### src/verilog/spsc_pkg.sv
// Package with register map, field layout, reset values and carrier types of the suspend pin block.
package spsc_pkg;

  localparam int SPSC_ADDR_W = 10;
  localparam int SPSC_DATA_W = 16;

  localparam logic [9:0] SPSC_OFS_LEVELS = 10'h06a;
  localparam logic [9:0] SPSC_OFS_DRIVE = 10'h06b;
  localparam logic [9:0] SPSC_OFS_REVISION = 10'h260;
  localparam logic [9:0] SPSC_OFS_INDICATOR = 10'h262;

  localparam int SPSC_PIN_CLK = 0;
  localparam int SPSC_PIN_RTS = 1;
  localparam int SPSC_PIN_CTS = 2;
  localparam int SPSC_PIN_XCVR_EN = 3;
  localparam int SPSC_PIN_TX = 6;
  localparam int SPSC_PIN_RX = 7;
  localparam int SPSC_PIN_CD = 10;
  localparam int SPSC_PIN_RI = 11;
  localparam int SPSC_PIN_DTR = 12;
  localparam int SPSC_PIN_DSR = 13;
  localparam int SPSC_OVR_EN_BIT = 15;

  localparam logic [15:0] SPSC_PIN_MASK = 16'h3ccf;

  localparam int SPSC_IND_B_LIVE_BIT = 13;
  localparam int SPSC_IND_B_SEL_LSB = 10;
  localparam int SPSC_IND_B_DRV_LSB = 8;
  localparam int SPSC_IND_A_LIVE_BIT = 5;
  localparam int SPSC_IND_A_SEL_LSB = 2;
  localparam int SPSC_IND_A_DRV_LSB = 0;

  localparam logic [15:0] SPSC_LEVELS_RST = 16'h0000;
  localparam logic [15:0] SPSC_DRIVE_RST = 16'h0000;
  localparam logic [2:0] SPSC_SEL_RST = 3'h0;
  localparam logic [1:0] SPSC_IND_DRV_RST = 2'h2;

  localparam logic [2:0] SPSC_SEL_SUSP_OR_RESET = 3'h0;
  localparam logic [2:0] SPSC_SEL_SUSP_ONLY = 3'h1;
  localparam logic [2:0] SPSC_SEL_POWER_CLASS = 3'h2;

  localparam logic [1:0] SPSC_DRV_OPEN_DRAIN = 2'h1;
  localparam logic [1:0] SPSC_DRV_ACTIVE = 2'h2;

  typedef enum logic [1:0] {SPSC_NORMAL, SPSC_HOLD, SPSC_FORCE} spsc_mode_t;

  typedef struct packed {
    logic we;
    logic re;
    logic [9:0] addr;
    logic [15:0] wdata;
  } spsc_bus_req_t;

  typedef struct packed {
    logic [15:0] out;
    logic [15:0] oe;
  } spsc_pins_t;

  typedef struct packed {
    logic suspend;
    logic bus_reset;
    logic configured;
    logic high_power;
  } spsc_usb_t;

  typedef struct packed {
    logic out;
    logic oe;
  } spsc_ind_t;

endpackage

### src/verilog/spsc_indicator.sv
// USB state indicator pin: selects its assertion condition and its output driver type.
`timescale 1ns/1ps
module spsc_indicator
  import spsc_pkg::*;
#(
  parameter bit LOW_IN_DEFAULT = 1'b0
)
(
  input wire logic [2:0] sel,
  input wire logic [1:0] drive,
  input wire spsc_usb_t usb,
  output spsc_ind_t pin
);

  logic level;

  always_comb
  begin
    level = 1'b0;
    case (sel)
      SPSC_SEL_SUSP_OR_RESET:
      begin
        level = (usb.suspend | usb.bus_reset) ^ LOW_IN_DEFAULT;
      end
      SPSC_SEL_SUSP_ONLY:
      begin
        level = usb.suspend;
      end
      SPSC_SEL_POWER_CLASS:
      begin
        level = usb.suspend | (usb.high_power & ~usb.configured);
      end
      default:
      begin
        level = 1'b0;
      end
    endcase
  end

  always_comb
  begin
    pin.out = 1'b0;
    pin.oe = 1'b0;
    case (drive)
      SPSC_DRV_ACTIVE:
      begin
        pin.out = level;
        pin.oe = 1'b1;
      end
      SPSC_DRV_OPEN_DRAIN:
      begin
        pin.out = 1'b0;
        pin.oe = ~level;
      end
      default:
      begin
        pin.out = 1'b0;
        pin.oe = 1'b0;
      end
    endcase
  end

endmodule // spsc_indicator

### src/verilog/spsc_ctrl.sv
// Suspend pin override and USB state indicator control with its register port.
//
// Our own choice: the plain strobed port.
`timescale 1ns/1ps

// Behaviour
// - Override off: pins keep their present output through suspend.
// - Override on: suspend entry forces programmed level and drive type per pin.
// - Level register holds one bit per pin at fixed positions; zero gives low.
// - A level bit of one drives the pin high, or releases an open drain pin, during overridden suspend.
// - Drive register same positions; zero drives actively, one is open drain.
// - Indicator register bit 13 returns the live second indicator pin level.
// - Indicator register bit 5 returns the live first indicator pin level.
// - Second select 000: second indicator high in suspend or bus reset.
// - Second select 001: second indicator high only in suspend.
// - Select 010: high in suspend, or unconfigured for a high power device.
// - First select 000: first indicator low in suspend or bus reset.
// - First select 001: first indicator high only in suspend.
// - Second drive field 01 open drain, 10 active; 00 and 11 invalid.
// - First drive field 10 active, 01 open drain; 00 and 11 invalid.
module spsc_ctrl
  import spsc_pkg::*;
#(
  parameter logic [15:0] REVISION_VALUE = 16'h00a5
)
(
  input wire logic ref_clk,
  input wire logic reset_n,
  input wire spsc_bus_req_t bus_req,
  output logic [15:0] rd_data,
  input wire spsc_usb_t usb,
  input wire spsc_pins_t normal_pins,
  output spsc_pins_t gpio_pins,
  output logic usb_indicator_a_out,
  output logic usb_indicator_a_oe,
  input wire logic usb_indicator_a_in,
  output logic usb_indicator_b_out,
  output logic usb_indicator_b_oe,
  input wire logic usb_indicator_b_in
);

  // The revision value is arbitrary.

  typedef struct packed {
    spsc_mode_t mode;
    logic [15:0] levels;
    logic [15:0] drive;
    logic ovr_en;
    logic [2:0] sel_a;
    logic [1:0] drv_a;
    logic [2:0] sel_b;
    logic [1:0] drv_b;
    spsc_pins_t pins;
    spsc_ind_t ind_a;
    spsc_ind_t ind_b;
    logic [15:0] rdata;
  } spsc_state_t;

  localparam spsc_state_t SPSC_STATE_RST = '{
    mode: SPSC_NORMAL,
    levels: SPSC_LEVELS_RST,
    drive: SPSC_DRIVE_RST,
    ovr_en: 1'b0,
    sel_a: SPSC_SEL_RST,
    drv_a: SPSC_IND_DRV_RST,
    sel_b: SPSC_SEL_RST,
    drv_b: SPSC_IND_DRV_RST,
    pins: '{out: 16'h0000, oe: 16'h0000},
    ind_a: '{out: 1'b0, oe: 1'b0},
    ind_b: '{out: 1'b0, oe: 1'b0},
    rdata: 16'h0000
  };

  spsc_state_t state_ff;
  spsc_state_t nxt_state;
  spsc_pins_t forced_pins;
  spsc_ind_t ind_a_pin;
  spsc_ind_t ind_b_pin;
  logic [15:0] indicator_word;
  logic [15:0] drive_word;
  logic hit_levels;
  logic hit_drive;
  logic hit_revision;
  logic hit_indicator;

  // Forced value of each pin while the override holds it in suspend.
  genvar gi;
  generate
    for (gi = 0; gi < 16; gi++)
    begin : g_force
      if (SPSC_PIN_MASK[gi])
      begin : g_used
        always_comb
        begin
          if (state_ff.drive[gi])
          begin
            forced_pins.out[gi] = 1'b0;
            forced_pins.oe[gi] = ~state_ff.levels[gi];
          end
          else
          begin
            forced_pins.out[gi] = state_ff.levels[gi];
            forced_pins.oe[gi] = 1'b1;
          end
        end
      end
      else
      begin : g_unused
        assign forced_pins.out[gi] = 1'b0;
        assign forced_pins.oe[gi] = 1'b0;
      end
    end
  endgenerate

  spsc_indicator #(
    .LOW_IN_DEFAULT(1'b1)
  ) u_ind_a (
    .sel(state_ff.sel_a),
    .drive(state_ff.drv_a),
    .usb(usb),
    .pin(ind_a_pin)
  );

  spsc_indicator #(
    .LOW_IN_DEFAULT(1'b0)
  ) u_ind_b (
    .sel(state_ff.sel_b),
    .drive(state_ff.drv_b),
    .usb(usb),
    .pin(ind_b_pin)
  );

  always_comb
  begin
    hit_levels = 1'b0;
    hit_drive = 1'b0;
    hit_revision = 1'b0;
    hit_indicator = 1'b0;
    if (bus_req.addr == SPSC_OFS_LEVELS)
    begin
      hit_levels = 1'b1;
    end
    else if (bus_req.addr == SPSC_OFS_DRIVE)
    begin
      hit_drive = 1'b1;
    end
    else if (bus_req.addr == SPSC_OFS_REVISION)
    begin
      hit_revision = 1'b1;
    end
    else if (bus_req.addr == SPSC_OFS_INDICATOR)
    begin
      hit_indicator = 1'b1;
    end
  end

  always_comb
  begin
    drive_word = state_ff.drive;
    drive_word[SPSC_OVR_EN_BIT] = state_ff.ovr_en;
    indicator_word = 16'h0000;
    indicator_word[SPSC_IND_B_LIVE_BIT] = usb_indicator_b_in;
    indicator_word[SPSC_IND_B_SEL_LSB +: 3] = state_ff.sel_b;
    indicator_word[SPSC_IND_B_DRV_LSB +: 2] = state_ff.drv_b;
    indicator_word[SPSC_IND_A_LIVE_BIT] = usb_indicator_a_in;
    indicator_word[SPSC_IND_A_SEL_LSB +: 3] = state_ff.sel_a;
    indicator_word[SPSC_IND_A_DRV_LSB +: 2] = state_ff.drv_a;
  end

  always_comb
  begin
    nxt_state = state_ff;

    // Register writes; reserved bits are not stored and read back as zero.
    if (bus_req.we)
    begin
      if (hit_levels)
      begin
        nxt_state.levels = bus_req.wdata & SPSC_PIN_MASK;
      end
      else if (hit_drive)
      begin
        nxt_state.drive = bus_req.wdata & SPSC_PIN_MASK;
        nxt_state.ovr_en = bus_req.wdata[SPSC_OVR_EN_BIT];
      end
      else if (hit_indicator)
      begin
        nxt_state.sel_b = bus_req.wdata[SPSC_IND_B_SEL_LSB +: 3];
        nxt_state.drv_b = bus_req.wdata[SPSC_IND_B_DRV_LSB +: 2];
        nxt_state.sel_a = bus_req.wdata[SPSC_IND_A_SEL_LSB +: 3];
        nxt_state.drv_a = bus_req.wdata[SPSC_IND_A_DRV_LSB +: 2];
      end
    end

    // Read data stand for exactly the cycle after the read strobe.
    nxt_state.rdata = 16'h0000;
    if (bus_req.re)
    begin
      if (hit_levels)
      begin
        nxt_state.rdata = state_ff.levels;
      end
      else if (hit_drive)
      begin
        nxt_state.rdata = drive_word;
      end
      else if (hit_revision)
      begin
        nxt_state.rdata = REVISION_VALUE;
      end
      else if (hit_indicator)
      begin
        nxt_state.rdata = indicator_word;
      end
    end

    // Suspend sequencing of the serial channel pins.
    case (state_ff.mode)
      SPSC_NORMAL:
      begin
        nxt_state.pins.out = normal_pins.out & SPSC_PIN_MASK;
        nxt_state.pins.oe = normal_pins.oe & SPSC_PIN_MASK;
        if (usb.suspend)
        begin
          if (state_ff.ovr_en)
          begin
            nxt_state.mode = SPSC_FORCE;
            nxt_state.pins = forced_pins;
          end
          else
          begin
            nxt_state.mode = SPSC_HOLD;
            nxt_state.pins = state_ff.pins;
          end
        end
      end
      SPSC_HOLD:
      begin
        nxt_state.pins = state_ff.pins;
        if (!usb.suspend)
        begin
          nxt_state.mode = SPSC_NORMAL;
          nxt_state.pins.out = normal_pins.out & SPSC_PIN_MASK;
          nxt_state.pins.oe = normal_pins.oe & SPSC_PIN_MASK;
        end
      end
      SPSC_FORCE:
      begin
        nxt_state.pins = forced_pins;
        if (!usb.suspend)
        begin
          nxt_state.mode = SPSC_NORMAL;
          nxt_state.pins.out = normal_pins.out & SPSC_PIN_MASK;
          nxt_state.pins.oe = normal_pins.oe & SPSC_PIN_MASK;
        end
      end
      default:
      begin
        nxt_state.mode = SPSC_NORMAL;
      end
    endcase

    nxt_state.ind_a = ind_a_pin;
    nxt_state.ind_b = ind_b_pin;
  end

  always_ff @(posedge ref_clk or negedge reset_n)
  begin
    if (!reset_n)
    begin
      state_ff <= SPSC_STATE_RST;
    end
    else
    begin
      state_ff <= nxt_state;
    end
  end

  assign rd_data = state_ff.rdata;
  assign gpio_pins = state_ff.pins;
  assign usb_indicator_a_out = state_ff.ind_a.out;
  assign usb_indicator_a_oe = state_ff.ind_a.oe;
  assign usb_indicator_b_out = state_ff.ind_b.out;
  assign usb_indicator_b_oe = state_ff.ind_b.oe;

endmodule // spsc_ctrl

### config.mk
export PLATFORM = sky130hd
export DESIGN_NAME = spsc_ctrl
export DESIGN_NICKNAME = d
export VERILOG_FILES = /design/src/verilog/spsc_pkg.sv /design/src/verilog/spsc_indicator.sv /design/src/verilog/spsc_ctrl.sv
export SDC_FILE = /design/constraint.sdc
export NUM_CORES = 1
export LEC_CHECK = 0
export BUFFER_PORTS_ARGS = -buffer_cell sky130_fd_sc_hd__buf_4
export CORE_ASPECT_RATIO = 1.2
export CORE_UTILIZATION = 51
export DETAILED_ROUTE_END_ITERATION = 8
export GPL_ROUTABILITY_DRIVEN = 0
export PLACE_DENSITY = 0.8
export SKIP_LAST_GASP = 1
export SYNTH_ARGS = -nofsm -noshare
export SYNTH_HDL_FRONTEND = slang
export SYNTH_HIERARCHICAL = 1
export SYNTH_SLANG_ARGS = --single-unit
export TNS_END_PERCENT = 100
### constraint.sdc
create_clock -name ref_clk -period 2.32 [get_ports ref_clk]
set_clock_uncertainty 0.1 [all_clocks]
set_input_delay 0.232 -clock ref_clk [delete_from_list [all_inputs] [get_ports ref_clk]]
set_output_delay 0.232 -clock ref_clk [all_outputs]
set_load 0.02 [all_outputs]
==> key figures, run 1 <==
Route
  • WL final: 8.13 mm
  • Avg WL per Cell: 16.3 microns
  • Via/cell ratio: 5.20
  • DR iter-0 viols: 182
  • # DRC: 0
  • Vias: 2599
  • Post-DRT Antenna Nets: 0
  • DRT Pass-1 Iters: 4

Min path
  • Min-Delay Path Class: in2reg
  • Hold Path Depth: 2
  • Worst hold path startpoint: bus_req[8]
  • Hold Path Sink: indicator_word[8]$_DFFE_PN0P_

Synth
  • Largest family of logic cells by synthesized area: multiplexers
  • Post-synth EDFFs: 0
  • Xor-xnor portion of the synthesized cell area: 0%
  • Post-synthesis cell area: 3790 sq um
  • Compound-Gate Fraction of Synth Area: 6.58%
  • Mux share of post-synthesis cell area: 16.4%
  • YS warnings: 6
  • Fraction of the mapped netlist area in adder cells: 2.31%
  • Sequential area share after synthesis: 47.7%
  • FF+latch count, synth: 72
  • Post-synth top flop: dfrtp_1
  • Synth Area in Simple Gates: 13.8%
  • Syn Inst Count: 342
  • Async S/R FF share, synth: 100%
  • Synth unique cells: 40
  • Synthesized area per cell: 11.1 sq um

Power
  • Switching share of total power: 31.5%
  • IR drop worst, VDD: 0.603 mV
  • Sw power: 1240 uW
  • Leak Pwr: 0.00225 uW
  • Power share of the clock group: 29.5%
  • Pint: 2710 uW
  • PwrDens: 864 nW/um^2
  • Pwr Total: 3950 uW
  • Combinational fraction of design power: 31.4%
  • Register share of total power: 39.1%

Critical path
  • CP max stage delay: 0.41 ns
  • CP max-delay cell: dfrtp_1
  • CP startpoint kind: flop
  • Req. time, crit path: 2.45 ns
  • Worst EP arrival: 2.28 ns
  • WS Path Type: reg2reg
  • Reg-to-Reg End: gpio_pins[7]$_DFFE_PN0P_
  • Max FO, Critical Path: 18
  • Critical-path cell list: inv_1, ha_1, nor2b_1, o21ai_0, o31ai_4, buf_4, mux2_2
  • Reg2Reg Launch Point: state_ff[95]$_DFFE_PN0P_
  • Critical Path End Type: flop
  • Buf/Inv on CP: 2
  • Reg2reg path depth: 7
  • Register-to-register setup slack: 0.17 ns
  • CP top delay family: buffers and inverters

Clock tree
  • Clock buffer depth: 2
  • CTS Root Cell: clkbuf_8
  • Clock sink count: 72
  • H-tree depth: 3
  • Post-CTS Setup Bufs: 0
  • TritonCTS Buffers: 9
  • CTS clock-pin slew for the worst setup and hold paths: 0.08 ns
  • CTS tree: yes
  • Post-CTS resize count: 0
  • Worst-Skew Late Latency: 0.34 ns

Job
  • MaxCap Viol Count: 0

Layout
  • Layout cells sized above 1: 41.5%
  • Multi-input logic area: 1540 sq um
  • Area Growth Syn to Fin: 20.7%
  • FF/Latch Area: 1800 sq um
  • Ant. Diodes: 0
  • Final #Nets: 480
  • Finished Layout Cells: 500
  • Fillers: 604

STA
  • Final count of negative-setup-slack endpoints: 0
  • Max-slew headroom: 42.0%
  • Period utilization: 92.5%
  • Final Hold Fails: 0
  • Final worst setup slack: 0.173 ns
  • RSZ-0062 raised after global routing: no
  • Fmax: 466 MHz
  • Pin slew with the least headroom to its limit: 0.870 ns
  • Slew Limit Fails: 0
  • Tmin final: 2.15 ns
  • TNS Setup: 0 ns

GRT
  • Maximum number of pins on one net before global-route repair: 73
  • Tot GR Track Use: 22.3%
  • Via count of the first global-routing pass: 2571
  • First-pass GRT wire length: 12.7 mm
  • Initial antenna violation count: 0
  • Total grt overflow: 0

Run status
  • Status: complete, no violations

Die
  • I/O pin count: 120
  • Starting Density: 52.4%
  • Chip width: 80.7 microns
  • Die area: 7770 sq um
  • Die Height: 96.4 microns
  • Cell row count: 34
  • Core footprint: 7230 sq um

Place
  • Minimum setup slack after placement: -0.0273 ns
  • Port-buffer cells: 92
  • # placed instances: 483
  • Post-DP HPWL: 5.93 mm
[placed cells by master, fill, tap and decap left out, types with 2 or more instances in the layout]
| cell | netlist | routed |
|---|---|---|
| a311oi_2 | 2 | 2 |
| a21oi_1 | 14 | 14 |
| nand3b_1 | 4 | 4 |
| nor3b_1 | 13 | 13 |
| conb_1 | 1 | 13 |
| bufinv_16 | 0 | 2 |
| a22oi_1 | 6 | 6 |
| dfrtp_1 | 70 | 70 |
| mux2i_1 | 16 | 16 |
| o21ai_0 | 2 | 2 |
| inv_1 | 17 | 17 |
| nand2b_1 | 10 | 10 |
| and3_1 | 5 | 5 |
| dfstp_2 | 2 | 2 |
| buf_12 | 0 | 3 |
| a31oi_1 | 10 | 10 |
| nor3_1 | 8 | 8 |
| nor2b_1 | 4 | 4 |
| mux2_2 | 41 | 41 |
| clkinvlp_4 | 0 | 2 |
| nor2_1 | 27 | 27 |
| ha_1 | 7 | 7 |
| buf_4 | 49 | 98 |
| or3b_2 | 2 | 2 |
| clkbuf_8 | 0 | 12 |
| nand2_1 | 2 | 2 |
| and4_1 | 4 | 4 |
[power groups by stage]
stage	logic (uW)	registers, uW	clock network [uW]
floorplan	990	1530	0
global placement	1200	1560	0
detailed placement	1240	1570	0
CTS	1250	1550	1190
global route	1340	1570	1240
finish	1240	1550	1160
[flip-flops by register name, summed over array words and instances (netlist names)]
| register | cells |
|---|---|
| gpio_pins | 20 |
| rd_data | 15 |
| state_ff | 12 |
| drive_word | 11 |
| indicator_word | 10 |
| usb_indicator_a_oe | 1 |
| usb_indicator_a_out | 1 |
| usb_indicator_b_oe | 1 |
| usb_indicator_b_out | 1 |
[metal layers]
metal | global-route usage (%) | up-vias | part of all wire [%]
met5 | 0 | - | 0
met4 | 9.97 | 0 | 2.0
met3 | 3.47 | 12 | 4.2
met2 | 38.4 | 70 | 51
met1 | 27.6 | 1271 | 43
li1 | - | 1246 | -
[how the worst max path moves through the flow]
stage | slack [ns] | from | endpoint | depth (start not counted)
2_1_floorplan | 0.39 | bus_req[24] | drive_word[0]$_DFFE_PN0P_ | 5
3_3_place_gp | 0.09 | bus_req[24] | indicator_word[4]$_DFFE_PN0P_ | 6
3_5_place_dp | -0.03 | bus_req[24] | indicator_word[3]$_DFFE_PN0P_ | 6
4_1_cts | 0.17 | state_ff[95]$_DFFE_PN0P_ | gpio_pins[7]$_DFFE_PN0P_ | 7
5_1_grt | 0.06 | state_ff[95]$_DFFE_PN0P_ | gpio_pins[7]$_DFFE_PN0P_ | 7
6_report | 0.17 | state_ff[95]$_DFFE_PN0P_ | gpio_pins[7]$_DFFE_PN0P_ | 7
[metrics by stage]
| stage | hold WS, ns | utilization (%) | cell area, sq um |
|---|---|---|---|
| 6_report | 0.0198 | 63.2 | 4570 |
| 4_1_cts | 0.00848 | 63.2 | 4570 |
| 3_3_place_gp | 0.296 | 59.7 | 4320 |
| 5_1_grt | 0.00592 | 63.2 | 4570 |
| 2_1_floorplan | -0.164 | - | 3830 |
| 3_5_place_dp | 0.311 | 59.7 | 4320 |
[final cells by class]
cell class | count | area share [%]
tap | 90 | 2.46
clock buffer | 12 | 3.61
multi-input combinational | 203 | 33.8
sequential | 72 | 39.5
clock inverter | 4 | 1.64
inverter | 17 | 1.40
timing repair buffer | 102 | 17.6
[worst register-to-register path: stages (launching register included)]
cell and delay [ns]:
dfrtp_1 0.41, inv_1 0.10, ha_1 0.28, nor2b_1 0.20, o21ai_0 0.15, o31ai_4 0.08, buf_4 0.32, mux2_2 0.39
[Yosys cell counts (2+ instances only)]
master    count  area share (%)
a21oi_1      14             1.9
a22oi_1       6             1.2
a311oi_2      2            0.79
a31oi_1      10             1.7
and3_1        5            0.83
and4_1        4            0.93
buf_4        49             9.7
buf_6         2            0.59
clkbuf_1      9            0.89
dfrtp_1      70              46
dfstp_2       2             1.4
ha_1          7             2.3
inv_1        17             1.7
mux2_2       41              12
mux2i_1      16             4.2
nand2_1       2            0.20
nand2b_1     10             1.7
nand3b_1      4            0.79
nor2_1       27             2.7
nor2b_1       4            0.66
nor3_1        8             1.1
nor3b_1      13             2.6
o21ai_0       2            0.26
or3b_2        2            0.46
[logic make-up (layout without fill, tap and decap cells)]
kind of cell / Yosys count / after routing
AO/OA/AOI/OAI: 38 / 38
adder cells (fa/ha/maj): 7 / 7
buffers and inverters: 79 / 135
flip-flops: 72 / 72
multiplexers: 57 / 57
other: 1 / 13
AND/OR/NAND/NOR: 88 / 88
[repair_timing]
item	4_1_cts	5_1_grt
endpoints found under the hold margin	70	0
setup endpoints to repair	0	0
hold buffers	1	0
Power figures use the tool's default switching activity.
==> run 2, diff against run 1 <==
Settings changed: CORE_UTILIZATION 51 to 44, PLACE_DENSITY 0.8 to 0.71.
==> key figures, run 2 (synthesis results as in run 1) <==
STA
  • Tmin final: 2.01 ns (-0.141 ns)
  • Pin slew with the least headroom to its limit: 0.894 ns (+0.0240 ns)
  • Worst hold slack: 0.0189 ns (-0.000911 ns)
  • TNS Setup: 0 ns (unchanged)
  • Final Hold Fails: 0 (unchanged)
  • Slew Limit Fails: 0 (unchanged)
  • RSZ-0062 raised after global routing: no
  • Fmax: 499 MHz (+7.1%)
  • Max-slew headroom: 40.4% (-1.6 points)
  • Final count of negative-setup-slack endpoints: 0 (unchanged)
  • Period utilization: 86.4% (-6.1 points)

Critical path
  • CP max-delay cell: dfrtp_1
  • CP top delay family: buffers and inverters
  • Worst EP arrival: 2.14 ns (-0.14 ns)
  • Max FO, Critical Path: 17 (-1)
  • Critical Path End Type: flop
  • CP startpoint kind: flop
  • Req. time, crit path: 2.46 ns (about the same)
  • WS Path Type: reg2reg
  • CP max stage delay: 0.41 ns (about the same)
  • Buf/Inv on CP: 2 (unchanged)
  • Critical-path cell list: inv_1, ha_1, nor2b_1, o21ai_0, o31ai_4, buf_4, mux2_2

Power
  • Leak Pwr: 0.00224 uW (-0.26%)
  • PwrDens: 837 nW/um^2 (-3.2%)
  • Pwr Total: 3820 uW (-3.2%)
  • IR drop worst, VDD: 0.510 mV (-15%)

Route
  • Avg WL per Cell: 15.5 microns (-4.8%)
  • DRT Pass-1 Iters: 4 (unchanged)
  • Post-DRT Antenna Nets: 0 (unchanged)
  • # DRC: 0 (unchanged)
  • WL final: 8.16 mm (+0.36%)
  • Via/cell ratio: 4.99 (-4.0%)
  • Vias: 2629 (+1.2%)
  • DR iter-0 viols: 106 (-42%)

Die
  • Die area: 8980 sq um (+16%)
  • Starting Density: 45.9% (-6.4 points)
  • Chip width: 86.7 microns (+7.5%)
  • Core footprint: 8240 sq um (+14%)
  • Die Height: 104 microns (+7.5%)
  • Cell row count: 36 (+5.9%)
  • I/O pin count: 120 (unchanged)

Clock tree
  • Clock sink count: 72 (unchanged)
  • CTS Root Cell: clkbuf_8
  • H-tree depth: 3 (unchanged)
  • Hold_buf cts: 3 (+2)
  • CTS clock-pin slew for the worst setup and hold paths: 0.08 ns (about the same)
  • Clock buffer depth: 2 (unchanged)
  • CTS tree: yes
  • Worst-Skew Late Latency: 0.36 ns (+0.02 ns)
  • TritonCTS Buffers: 9 (unchanged)
  • Post-CTS Setup Bufs: 0 (unchanged)
  • Post-CTS resize count: 0 (unchanged)

Run status
  • Status: complete, no violations

GRT
  • Initial antenna violation count: 0 (unchanged)
  • First-pass GRT wire length: 13.2 mm (+4.3%)
  • Tot GR Track Use: 19.5% (-2.9 points)
  • Total grt overflow: 0 (unchanged)
  • Via count of the first global-routing pass: 2630 (+2.3%)
  • Maximum number of pins on one net before global-route repair: 73 (unchanged)

Job
  • MaxCap Viol Count: 0 (unchanged)

Layout
  • Final #Nets: 483 (+0.63%)
  • Max FFs per register: 20 (unchanged)
  • Area Growth Syn to Fin: 20.7% (about the same)
  • Ant. Diodes: 0 (unchanged)
  • Most frequent cells in the layout: 101 x buf_4, 70 x dfrtp_1, 41 x mux2_2
  • Most common cell after layout, fill and taps aside: buf_4
  • Layout cells sized above 1: 41.4% (-0.059 points)

Place
  • Port-buffer cells: 92 (unchanged)
  • Post-DP HPWL: 5.84 mm (-1.4%)

Min path
  • Min-Delay Path Class: in2reg
run 2: changes by cell type in the layout (fill, tap and decap cells not counted):
cell,change
clkbuf_8,-1
clkinv_2,+2
bufinv_16,-1
dlygate4sd3_1,+2
buf_12,-2
buf_4,+3
run 2: stage by stage:
| stage | std cells | setup WS (ns) | util, % | cell area, sq um |
|---|---|---|---|---|
| after floorplan | 354 | 0.389 | - | 3830 |
| after global placement | 508 | 0.135 | 52.6 | 4330 |
| after detailed placement | 508 | 0.113 | 52.6 | 4330 |
| after CTS | 527 | 0.293 | 55.4 | 4570 |
| after global routing | 527 | 0.178 | 55.4 | 4570 |
| final | 527 | 0.315 | 55.4 | 4570 |
run 2: area by class of cell:
class	count	area [sq um]
Multi-Input combinational cell	203	1540
Timing Repair Buffer	105	808
Inverter	17	63.8
Tap cell	114	143
Fill cell	756	3670
Sequential cell	72	1800
Clock buffer	11	151
Clock inverter	5	55.1
run 2: path summary, 6_finish.rpt:
kind | depth (start not counted) | slack [ns] | to | startpoint
min in group asynchronous | 2 | 0.43 | state_ff[96]$_DFFE_PN0P_ | reset_n
worst max-delay path | 7 | 0.31 | gpio_pins[7]$_DFFE_PN0P_ | state_ff[95]$_DFFE_PN0P_
worst min register to register | 1 | 0.41 | gpio_pins[1]$_DFFE_PN0P_ | gpio_pins[1]$_DFFE_PN0P_
max in group asynchronous | 2 | 1.08 | usb_indicator_b_out$_DFF_PN0_ | reset_n
worst min-delay path | 2 | 0.02 | indicator_word[8]$_DFFE_PN0P_ | bus_req[8]
worst max register to register | 7 | 0.31 | gpio_pins[7]$_DFFE_PN0P_ | state_ff[95]$_DFFE_PN0P_
run 2: layer usage:
layer,part of all wire (%),global-route usage (%),vias to the layer above
met3,5.7,4.06,14
li1,-,-,1248
met1,43,25.0,1270
met5,0,0,-
met4,2.7,9.88,0
met2,48,30.7,97
run 2: where the power goes:
part	switching, uW	internal (uW)
logic	668	584
clock network	475	551
registers	108	1440
total	1250	2570
run 2: worst reg2reg max path, delay by kind of cell, from the launching register on:
kind / cells / cell delay (ns)
AO/OA/AOI/OAI: 2 / 0.24
adder cells (fa/ha/maj): 1 / 0.17
buffers and inverters: 2 / 0.41
flip-flops: 1 / 0.41
multiplexers: 1 / 0.39
AND/OR/NAND/NOR: 1 / 0.17
